==> src/fsb_pkg.sv <==
// package for the fault status flag bank: offsets, field positions, reset values
// assumes an 8-bit register address and 8-bit data from the serial bus slave
package fsb_pkg;
  // ---------------------------------------------------------------------------
  // register offsets
  // ---------------------------------------------------------------------------
  localparam logic [7:0] RAIL_FAULT_FLAGS_SECOND_OFS = 8'hB3;
  localparam logic [7:0] CRITICAL_TEMP_FLAGS_OFS = 8'hB4;
  localparam logic [7:0] HOT_TEMP_FLAGS_OFS = 8'hB5;
  localparam logic [7:0] OVERCURRENT_FLAGS_OFS = 8'hB6;

  // ---------------------------------------------------------------------------
  // reset values
  // ---------------------------------------------------------------------------
  localparam logic [7:0] RAIL_FAULT_FLAGS_SECOND_RST = 8'h00;
  localparam logic [7:0] CRITICAL_TEMP_FLAGS_RST = 8'h00;
  localparam logic [7:0] HOT_TEMP_FLAGS_RST = 8'h00;
  localparam logic [7:0] OVERCURRENT_FLAGS_RST = 8'h00;

  // ---------------------------------------------------------------------------
  // field positions and implemented-bit masks
  // ---------------------------------------------------------------------------
  localparam int AUX_LINEAR_ONE_FAULT_BIT = 4;
  localparam int TERMINATION_REG_FAULT_BIT = 3;
  localparam int GROUP_B_CONV_TWO_FAULT_BIT = 2;
  localparam int GROUP_B_CONV_ONE_FAULT_BIT = 1;
  localparam int AUX_LINEAR_THREE_FAULT_BIT = 0;
  localparam int REST_DIE_SITE_BIT = 4;
  localparam int TERMINATION_REG_SITE_BIT = 3;
  localparam int UPPER_RIGHT_SITE_BIT = 2;
  localparam int UPPER_LEFT_SITE_BIT = 1;
  localparam int LOWER_RIGHT_SITE_BIT = 0;
  localparam int CONTROLLER_SIX_OC_BIT = 2;
  localparam int CONTROLLER_TWO_OC_BIT = 1;
  localparam int CONTROLLER_ONE_OC_BIT = 0;
  localparam int RAIL_FLAG_COUNT = 5;
  localparam int TEMP_SITE_COUNT = 5;
  localparam int OC_FLAG_COUNT = 3;
  localparam logic [7:0] RAIL_FAULT_MASK = 8'h1F;
  localparam logic [7:0] TEMP_SITE_MASK = 8'h1F;
  localparam logic [7:0] OVERCURRENT_MASK = 8'h07;

  // ---------------------------------------------------------------------------
  // timing: synchroniser depth in clock cycles
  // ---------------------------------------------------------------------------
  localparam int SYNC_STAGES = 2;
  // latency from monitor input change to flag set, in clock edges
  localparam int SET_LATENCY = 3;
endpackage : fsb_pkg

==> src/fsb_sync_bits.sv <==
// two-flop synchroniser for a vector of asynchronous monitor levels
// assumes inputs may change at any time relative to clk_in
module fsb_sync_bits #(
  parameter int WIDTH = 1
) (
  input wire logic clk_in,
  input wire logic rst_in,
  input wire logic [WIDTH-1:0] async_in,
  output logic [WIDTH-1:0] sync_out
);
  logic [WIDTH-1:0] meta_ff;
  logic [WIDTH-1:0] sync_ff;

  // first stage is read only by the second stage
  always_ff @(posedge clk_in or posedge rst_in) begin
    if (rst_in) begin
      meta_ff <= '0;
      sync_ff <= '0;
    end else begin
      meta_ff <= async_in;
      sync_ff <= meta_ff;
    end
  end

  assign sync_out = sync_ff;
endmodule : fsb_sync_bits

==> src/fsb_flag_bank.sv <==
// sticky fault, temperature and overcurrent flag registers, write-one-to-clear
// assumes a serial bus slave outside presents one-cycle read and write strobes
// with an 8-bit register address and data, all synchronous to clk_in
module fsb_flag_bank (
  input wire logic clk_in,
  input wire logic rst_in,
  // register access from the serial bus slave
  input wire logic reg_wr_in,
  input wire logic reg_rd_in,
  input wire logic [7:0] reg_addr_in,
  input wire logic [7:0] reg_wdata_in,
  output logic [7:0] reg_rdata_out,
  output logic reg_hit_out,
  // rail regulation loss monitors, high while out of regulation
  input wire logic aux_linear_one_fault_in,
  input wire logic termination_reg_fault_in,
  input wire logic group_b_conv_two_fault_in,
  input wire logic group_b_conv_one_fault_in,
  input wire logic aux_linear_three_fault_in,
  // temperature sensors, bit order: lower right, upper left, upper right, termination, rest of die
  input wire logic [4:0] site_critical_in,
  input wire logic [4:0] site_warm_in,
  // low-side switch overcurrent monitors
  input wire logic controller_six_overcurrent_in,
  input wire logic controller_two_overcurrent_in,
  input wire logic controller_one_overcurrent_in,
  // live view of the sticky flags for the alert logic elsewhere
  output logic [7:0] rail_fault_flags_second_out,
  output logic [7:0] critical_temp_flags_out,
  output logic [7:0] hot_temp_flags_out,
  output logic [7:0] overcurrent_flags_out
);
  // ---------------------------------------------------------------------------
  // input synchronisation
  // ---------------------------------------------------------------------------
  logic [17:0] raw_events;
  logic [17:0] sync_events;
  logic [7:0] rail_evt;
  logic [7:0] crit_evt;
  logic [7:0] hot_evt;
  logic [7:0] oc_evt;

  // monitors are analog comparators, asynchronous to clk_in
  assign raw_events = {controller_six_overcurrent_in, controller_two_overcurrent_in,
                       controller_one_overcurrent_in, site_warm_in, site_critical_in,
                       aux_linear_one_fault_in, termination_reg_fault_in,
                       group_b_conv_two_fault_in, group_b_conv_one_fault_in,
                       aux_linear_three_fault_in};

  fsb_sync_bits #(
    .WIDTH(18)
  ) u_sync (
    .clk_in(clk_in),
    .rst_in(rst_in),
    .async_in(raw_events),
    .sync_out(sync_events)
  );

  // ---------------------------------------------------------------------------
  // event mapping onto register bit positions
  // ---------------------------------------------------------------------------
  always_comb begin
    rail_evt = 8'h00;
    crit_evt = 8'h00;
    hot_evt = 8'h00;
    oc_evt = 8'h00;
    rail_evt[fsb_pkg::AUX_LINEAR_THREE_FAULT_BIT] = sync_events[0];
    rail_evt[fsb_pkg::GROUP_B_CONV_ONE_FAULT_BIT] = sync_events[1];
    rail_evt[fsb_pkg::GROUP_B_CONV_TWO_FAULT_BIT] = sync_events[2];
    rail_evt[fsb_pkg::TERMINATION_REG_FAULT_BIT] = sync_events[3];
    rail_evt[fsb_pkg::AUX_LINEAR_ONE_FAULT_BIT] = sync_events[4];
    // each site drives one critical and one hot bit
    crit_evt[fsb_pkg::LOWER_RIGHT_SITE_BIT] = sync_events[5];
    crit_evt[fsb_pkg::UPPER_LEFT_SITE_BIT] = sync_events[6];
    crit_evt[fsb_pkg::UPPER_RIGHT_SITE_BIT] = sync_events[7];
    crit_evt[fsb_pkg::TERMINATION_REG_SITE_BIT] = sync_events[8];
    crit_evt[fsb_pkg::REST_DIE_SITE_BIT] = sync_events[9];
    hot_evt[fsb_pkg::LOWER_RIGHT_SITE_BIT] = sync_events[10];
    hot_evt[fsb_pkg::UPPER_LEFT_SITE_BIT] = sync_events[11];
    hot_evt[fsb_pkg::UPPER_RIGHT_SITE_BIT] = sync_events[12];
    hot_evt[fsb_pkg::TERMINATION_REG_SITE_BIT] = sync_events[13];
    hot_evt[fsb_pkg::REST_DIE_SITE_BIT] = sync_events[14];
    oc_evt[fsb_pkg::CONTROLLER_ONE_OC_BIT] = sync_events[15];
    oc_evt[fsb_pkg::CONTROLLER_TWO_OC_BIT] = sync_events[16];
    oc_evt[fsb_pkg::CONTROLLER_SIX_OC_BIT] = sync_events[17];
  end

  // ---------------------------------------------------------------------------
  // address decode and clear masks
  // ---------------------------------------------------------------------------
  logic sel_rail;
  logic sel_crit;
  logic sel_hot;
  logic sel_oc;
  logic [7:0] clr_rail;
  logic [7:0] clr_crit;
  logic [7:0] clr_hot;
  logic [7:0] clr_oc;

  assign sel_rail = reg_addr_in == fsb_pkg::RAIL_FAULT_FLAGS_SECOND_OFS;
  assign sel_crit = reg_addr_in == fsb_pkg::CRITICAL_TEMP_FLAGS_OFS;
  assign sel_hot = reg_addr_in == fsb_pkg::HOT_TEMP_FLAGS_OFS;
  assign sel_oc = reg_addr_in == fsb_pkg::OVERCURRENT_FLAGS_OFS;

  // zeros in the write data clear nothing; reserved lanes masked off
  assign clr_rail = (reg_wr_in && sel_rail) ? (reg_wdata_in & fsb_pkg::RAIL_FAULT_MASK) : 8'h00;
  assign clr_crit = (reg_wr_in && sel_crit) ? (reg_wdata_in & fsb_pkg::TEMP_SITE_MASK) : 8'h00;
  assign clr_hot = (reg_wr_in && sel_hot) ? (reg_wdata_in & fsb_pkg::TEMP_SITE_MASK) : 8'h00;
  assign clr_oc = (reg_wr_in && sel_oc) ? (reg_wdata_in & fsb_pkg::OVERCURRENT_MASK) : 8'h00;

  // ---------------------------------------------------------------------------
  // sticky flags
  // ---------------------------------------------------------------------------
  logic [7:0] rail_ff;
  logic [7:0] crit_ff;
  logic [7:0] hot_ff;
  logic [7:0] oc_ff;
  logic [7:0] nxt_rail;
  logic [7:0] nxt_crit;
  logic [7:0] nxt_hot;
  logic [7:0] nxt_oc;

  // set term is or-ed after the clear so a coincident event is never lost
  assign nxt_rail = ((rail_ff & ~clr_rail) | rail_evt) & fsb_pkg::RAIL_FAULT_MASK;
  assign nxt_crit = ((crit_ff & ~clr_crit) | crit_evt) & fsb_pkg::TEMP_SITE_MASK;
  assign nxt_hot = ((hot_ff & ~clr_hot) | hot_evt) & fsb_pkg::TEMP_SITE_MASK;
  assign nxt_oc = ((oc_ff & ~clr_oc) | oc_evt) & fsb_pkg::OVERCURRENT_MASK;

  always_ff @(posedge clk_in or posedge rst_in) begin
    if (rst_in) begin
      rail_ff <= fsb_pkg::RAIL_FAULT_FLAGS_SECOND_RST;
    end else begin
      rail_ff <= nxt_rail;
    end
  end

  always_ff @(posedge clk_in or posedge rst_in) begin
    if (rst_in) begin
      crit_ff <= fsb_pkg::CRITICAL_TEMP_FLAGS_RST;
      hot_ff <= fsb_pkg::HOT_TEMP_FLAGS_RST;
    end else begin
      crit_ff <= nxt_crit;
      hot_ff <= nxt_hot;
    end
  end

  always_ff @(posedge clk_in or posedge rst_in) begin
    if (rst_in) begin
      oc_ff <= fsb_pkg::OVERCURRENT_FLAGS_RST;
    end else begin
      oc_ff <= nxt_oc;
    end
  end

  // ---------------------------------------------------------------------------
  // read path
  // ---------------------------------------------------------------------------
  logic [7:0] rdata_ff;
  logic hit_ff;
  logic [7:0] nxt_rdata;
  logic nxt_hit;

  always_comb begin
    nxt_rdata = 8'h00;
    nxt_hit = 1'b1;
    case (reg_addr_in)
      fsb_pkg::RAIL_FAULT_FLAGS_SECOND_OFS: nxt_rdata = rail_ff;
      fsb_pkg::CRITICAL_TEMP_FLAGS_OFS: nxt_rdata = crit_ff;
      fsb_pkg::HOT_TEMP_FLAGS_OFS: nxt_rdata = hot_ff;
      fsb_pkg::OVERCURRENT_FLAGS_OFS: nxt_rdata = oc_ff;
      default: nxt_hit = 1'b0;
    endcase
  end

  // data held from the last read so the serial shifter sees a stable byte
  always_ff @(posedge clk_in or posedge rst_in) begin
    if (rst_in) begin
      rdata_ff <= 8'h00;
      hit_ff <= 1'b0;
    end else if (reg_rd_in) begin
      rdata_ff <= nxt_rdata;
      hit_ff <= nxt_hit;
    end
  end

  assign reg_rdata_out = rdata_ff;
  assign reg_hit_out = hit_ff;
  assign rail_fault_flags_second_out = rail_ff;
  assign critical_temp_flags_out = crit_ff;
  assign hot_temp_flags_out = hot_ff;
  assign overcurrent_flags_out = oc_ff;

  // overcurrent monitors in register bit order, for the loop below
  logic [2:0] oc_lvl;
  assign oc_lvl = {controller_six_overcurrent_in, controller_two_overcurrent_in, controller_one_overcurrent_in};

  // each site owns one critical and one hot flag
  for (genvar s = 0; s < fsb_pkg::TEMP_SITE_COUNT; s++) begin : g_site_chk

  end

  // every rail bit: sticky until its one-write, cleared by it when no fault remains
  for (genvar b = 0; b < fsb_pkg::RAIL_FLAG_COUNT; b++) begin : g_rail_chk

  end

  // every overcurrent bit: set by its monitor, sticky, cleared by its one-write
  for (genvar b = 0; b < fsb_pkg::OC_FLAG_COUNT; b++) begin : g_oc_chk

  end
endmodule : fsb_flag_bank

==> config.mk <==
export PLATFORM = sky130hd
export DESIGN_NAME = fsb_flag_bank
export DESIGN_NICKNAME = d
export VERILOG_FILES = /design/src/fsb_pkg.sv /design/src/fsb_sync_bits.sv /design/src/fsb_flag_bank.sv
export SDC_FILE = /design/constraint.sdc
export NUM_CORES = 1
export LEC_CHECK = 0
export ABC_CLOCK_PERIOD_IN_PS = 3750
export BUFFER_PORTS_ARGS = -buffer_cell sky130_fd_sc_hd__buf_2
export CAP_MARGIN = 20
export CORE_AREA = 2 2 69 71
export CTS_BUF_LIST = sky130_fd_sc_hd__clkbuf_16
export DETAILED_ROUTE_END_ITERATION = 8
export DIE_AREA = 0 0 71 73
export PLACE_DENSITY = 0.83
export SLEW_MARGIN = 5
export SYNTH_ARGS = -nofsm -noshare
export SYNTH_HDL_FRONTEND = slang
export SYNTH_SLANG_ARGS = --single-unit
==> constraint.sdc <==
create_clock -name clk_in -period 3.75 [get_ports clk_in]
set_input_delay 0.75 -clock clk_in [delete_from_list [all_inputs] [get_ports clk_in]]
set_output_delay 0.75 -clock clk_in [all_outputs]
set_load 0.01 [all_outputs]
# Word level (Yosys, flattened, before mapping)
# Cells that the tools add are included.
# classes
n_eq_ne	4
n_mux	6
n_bitwise	12
n_reduce_logical	5
# ops
operator	n
$eq 8x8->1 const B	4
$pmux 5 s4	1
$and 5x5->5	3
$mux 5	3
$not 5->5	3
$or 5x5->5	3
$logic_and 1x1->1	4
$reduce_or 4->1	1
$and 3x3->3	1
$mux 3	1
$not 3->3	1
$or 3x3->3	1
$mux 1	1
# totals
reg_bits	63
input_bits	38
out_inout_bits	41
wordCells	35

# Depth between registers and ports, before layout
# logic_depth
word_depth	6
ltp_mapped	4
ltp_nobuf	3

# Hierarchy
# From an unflattened synthesis, not the netlist that was laid out.
# unflattened
hier_cells	175
area_unflattened_um2	2298.5
# by_module_without_submodules
module	n_inst	cells_each	area_each_um2	seq_area_each_um2
fsb_flag_bank	1	138	1393.8	600.6
fsb_sync_bits	1	37	904.6	900.9

# Least setup slack after synthesis
# OpenSTA, ideal clock, no wires.
# synth_path
kind	input to register
startpoint	input reg_addr_in[6]
endpoint	register crit_ff[0], in the netlist critical_temp_flags_out[0]
setup_time_ns	0.118
arrival_time_ns	1.494
required_time_ns	3.632
path_slack_ns	2.138
cell_stages	4
path_buffers	1
cell_sequence	and4bb_2 -> buf_6 -> nand4_1 -> a21o_1
# synth_between
elab_chain_cells	6
# synth_rtl
item	line_no	rtl
from (decl)	fsb_flag_bank.sv:10	input wire logic [7:0] reg_addr_in,
$eq 8x8->1	fsb_flag_bank.sv:101	assign sel_crit = reg_addr_in == fsb_pkg::CRITICAL_TEMP_FLAGS_OFS;
$logic_and 1x1->1	fsb_flag_bank.sv:107	assign clr_crit = (reg_wr_in && sel_crit) ? (reg_wdata_in & fsb_pkg::TEMP_SITE_MASK) : 8'h00;
$mux 5	fsb_flag_bank.sv:107	
$not 5->5	fsb_flag_bank.sv:125	assign nxt_crit = ((crit_ff & ~clr_crit) | crit_evt) & fsb_pkg::TEMP_SITE_MASK;
$and 5x5->5	fsb_flag_bank.sv:125	
$or 5x5->5	fsb_flag_bank.sv:125	
net nxt_crit[0]	fsb_flag_bank.sv:119	logic [7:0] nxt_crit;
to (signal assigned)	fsb_flag_bank.sv:139	crit_ff <= fsb_pkg::CRITICAL_TEMP_FLAGS_RST;
to (signal assigned)	fsb_flag_bank.sv:142	crit_ff <= nxt_crit;
to (decl)	fsb_flag_bank.sv:115	logic [7:0] crit_ff;
# The timed path passes the listed nets, and every way through them passes these cells.
# A chain may end at the register's enable or synchronous reset.

# Worst setup path in the final report
# layout_path
startpoint	register rail_ff[4], in the netlist rail_fault_flags_second_out[4]
endpoint	output rail_fault_flags_second_out[4]
# layout_rtl
item	line_no	rtl
from (decl)	fsb_flag_bank.sv:114	logic [7:0] rail_ff;
from (signal assigned)	fsb_flag_bank.sv:131	rail_ff <= fsb_pkg::RAIL_FAULT_FLAGS_SECOND_RST;
from (signal assigned)	fsb_flag_bank.sv:133	rail_ff <= nxt_rail;
to (decl)	fsb_flag_bank.sv:28	output logic [7:0] rail_fault_flags_second_out,
# No word-level cell between the ends.

==> flow_metrics.env <==
export IMPL_ios=79
export IMPL_post_cts_buffers=0
export IMPL_fmax_ghz=0.6137
export IMPL_start_kind="flop"
export IMPL_crit_arrival_ps=880
export IMPL_first_pass_iters=4
export IMPL_nets=265
export IMPL_grt_max_degree=34
export IMPL_grt_total_usage=0.1827
export IMPL_ir_drop_v=0.0003579
export IMPL_synth_cell_types=29
export IMPL_required_ps=3000
export IMPL_worst_path_max_delay_cell="dfrtp_1"
export IMPL_drc=0
export IMPL_routed_wl_microns=4357
export IMPL_drt_first_iter_violations=228
export IMPL_hold_viol_final=0
export IMPL_netlist_top_cells_area="dfrtp_1, buf_4, a21o_1, nand4_1, nand2b_1"
export IMPL_crit_type="reg2out"
export IMPL_ys_seq_area_frac=0.6674
export IMPL_fp_dieH_microns=73
export IMPL_synthCells=165
export IMPL_antenna_found_initial=0
export IMPL_drive_gt1_frac=0.3217
export IMPL_gp_congestion=0.8245
export IMPL_clkSlewWorstSetupHoldPaths_ps=50
export IMPL_timing_setup_tns_ps=0
export IMPL_gr_total_overflow=0
export IMPL_finalClockSkew_ps=7.390
export IMPL_cts_path_max_buffers=2
export IMPL_fin_crit_ps=1629
export IMPL_cap_violations=0
export IMPL_diodes=0
export IMPL_slew_headroom=0.5536
export IMPL_vias=1500
export IMPL_viasPerCell=5.282
export IMPL_syn_to_final_growth_pct=23.25
export IMPL_fp_coreArea_sq_um=4536
export IMPL_synthTopCellsByCount="dfrtp_1, buf_4, nand4_1, a21o_1, nand2b_1"
export IMPL_yosysTopAreaCell="dfrtp_1"
export IMPL_regToRegSetupSlack_ps=2670
export IMPL_grt_pass1_wl_microns=6941
export IMPL_dpl_hpwl_microns=3000
export IMPL_dp_worst_setup_slack_ps=1786
export IMPL_cp_max_fo=3
export IMPL_cts_root_buf="clkbuf_16"
export IMPL_cts_resized=0
export IMPL_maxSlewViolCount=0
export IMPL_die_w_microns=71
export IMPL_cts_tree="yes"
export IMPL_cts_hold_buf=0
export IMPL_ys_seq_elements=60
export IMPL_worst_slack_ps=2121
export IMPL_ant_nets=0
export IMPL_fp_dieArea_sq_um=5183
export IMPL_ys_flop_type="dfrtp_1"
export IMPL_hp_class="reg2reg"
export IMPL_cp_num_buf_inv=1
export IMPL_grt_pass1_vias=1455
export IMPL_cp_cell_sequence="buf_2"
export IMPL_p_leak_nw=1.213
export IMPL_worst_pin_slew_ps=668.7
export IMPL_crit_family="flip-flops"
export IMPL_start_util=0.4960
export IMPL_setup_violations=0
export IMPL_fillers=359
export IMPL_cts_sinks=60
export IMPL_finalCritPeriodShare=0.4345
export IMPL_ys_warn_count=0
export IMPL_clock_latency_ps=320
export IMPL_rows=25
export IMPL_netlist_area_sq_um=2250
export IMPL_synth_area_per_cell_sq_um=13.63
export IMPL_synth_edf_count=0
export IMPL_rsz0062_at_grt="no"
export IMPL_yosysMostFrequentCell="dfrtp_1"
export IMPL_port_buffers=58
export IMPL_numCtsBuffers=9
export IMPL_wire_per_inst_microns=15.34
export IMPL_synth_top_area_frac=0.6674
export IMPL_status="complete, no violations"
export IMPL_cts_htree_levels=3
export IMPL_crit_path_end_kind="primary output"
export IMPL_p_per_area_nw_per_um2=536.3
export IMPL_critPathMaxStageDelay_ps=410
export IMPL_async_reset_ff_frac=1.000
## metal layers
layer	global-route usage	wire length (microns)	up-vias
li1	-	-	682
met1	0.2145	1725	725
met2	0.2918	2175	82
met3	0.06215	345	11
met4	0.1111	110	0
met5	0	0	-
## final cells by class
| class | instances | area [sq um] | share of cell area |
|---|---|---|---|
| Clock inverter | 5 | 45.04 | 0.01625 |
| Multi-Input combinational cell | 93 | 620.6 | 0.2238 |
| Sequential cell | 60 | 1501 | 0.5415 |
| Timing Repair Buffer | 59 | 297.8 | 0.1074 |
| Inverter | 4 | 15.01 | 0.005415 |
| Tap cell | 54 | 67.56 | 0.02437 |
| Clock buffer | 9 | 225.2 | 0.08123 |
## report_power, final
group	switching (mW)	internal [mW]	total, mW
logic	0.0453	0.0230	0.0683
registers	0.00616	0.670	0.676
clock network	0.248	0.495	0.743
total	0.300	1.19	1.49
## cells in the final DEF (no fill, tap or decap)
cell,count
a21boi_0,1
a21o_1,10
a22oi_1,2
a2bb2oi_1,3
a41oi_1,3
and3b_1,1
and4b_1,1
and4bb_1,1
and4bb_2,1
buf_2,58
buf_4,1
bufinv_16,1
clkbuf_16,9
clkinv_1,4
conb_1,17
dfrtp_1,60
inv_1,3
inv_2,1
mux2_2,2
mux2i_1,3
nand2_1,6
nand2b_1,9
nand4_1,11
nand4b_1,1
nand4bb_1,1
nor2b_1,5
o2111ai_2,1
o21ai_0,4
o22ai_1,2
o31ai_1,5
o41ai_1,3
## cells by family after synthesis
family,after synthesis,synth area share
AO/OA/AOI/OAI,34,0.1162
AND/OR/NAND/NOR,37,0.1079
buffers and inverters,28,0.08342
other,1,0.001667
flip-flops,60,0.6674
multiplexers,5,0.02336
## sequential cells by signal, indices dropped and copies added (netlist names)
signal / flops
critical_temp_flags_out: 5
hot_temp_flags_out: 5
overcurrent_flags_out: 3
rail_fault_flags_second_out: 5
reg_hit_out: 1
reg_rdata_out: 5
u_sync.meta_ff: 18
u_sync.sync_out: 18
## through the flow
| stage | hold slack [ps] | util | area [sq um] | power [mW] | std cells |
|---|---|---|---|---|---|
| floorplan | 331.2 | - | 2310 | 0.7363 | 181 |
| global placement | 332.8 | 0.5517 | 2502 | 0.7501 | 270 |
| detailed placement | 334.7 | 0.5517 | 2502 | 0.7540 | 270 |
| CTS | 344.8 | 0.6113 | 2773 | 1.504 | 284 |
| global route | 348.6 | 0.6113 | 2773 | 1.550 | 284 |
| finish | 343.6 | 0.6113 | 2773 | 1.487 | 284 |
## final timing paths
check	to	start	depth (start not counted)
max	rail_fault_flags_second_out[4]	rail_fault_flags_second_out[4]	1
min	u_sync.sync_out[0]	u_sync.meta_ff[0]	0
max reg2reg	reg_rdata_out[4]	hot_temp_flags_out[4]	3
min reg2reg	u_sync.sync_out[0]	u_sync.meta_ff[0]	0
max in group asynchronous	u_sync.meta_ff[6]	rst_in	3
min in group asynchronous	u_sync.meta_ff[4]	rst_in	2
No activity file was read; power rests on OpenSTA's default activity.
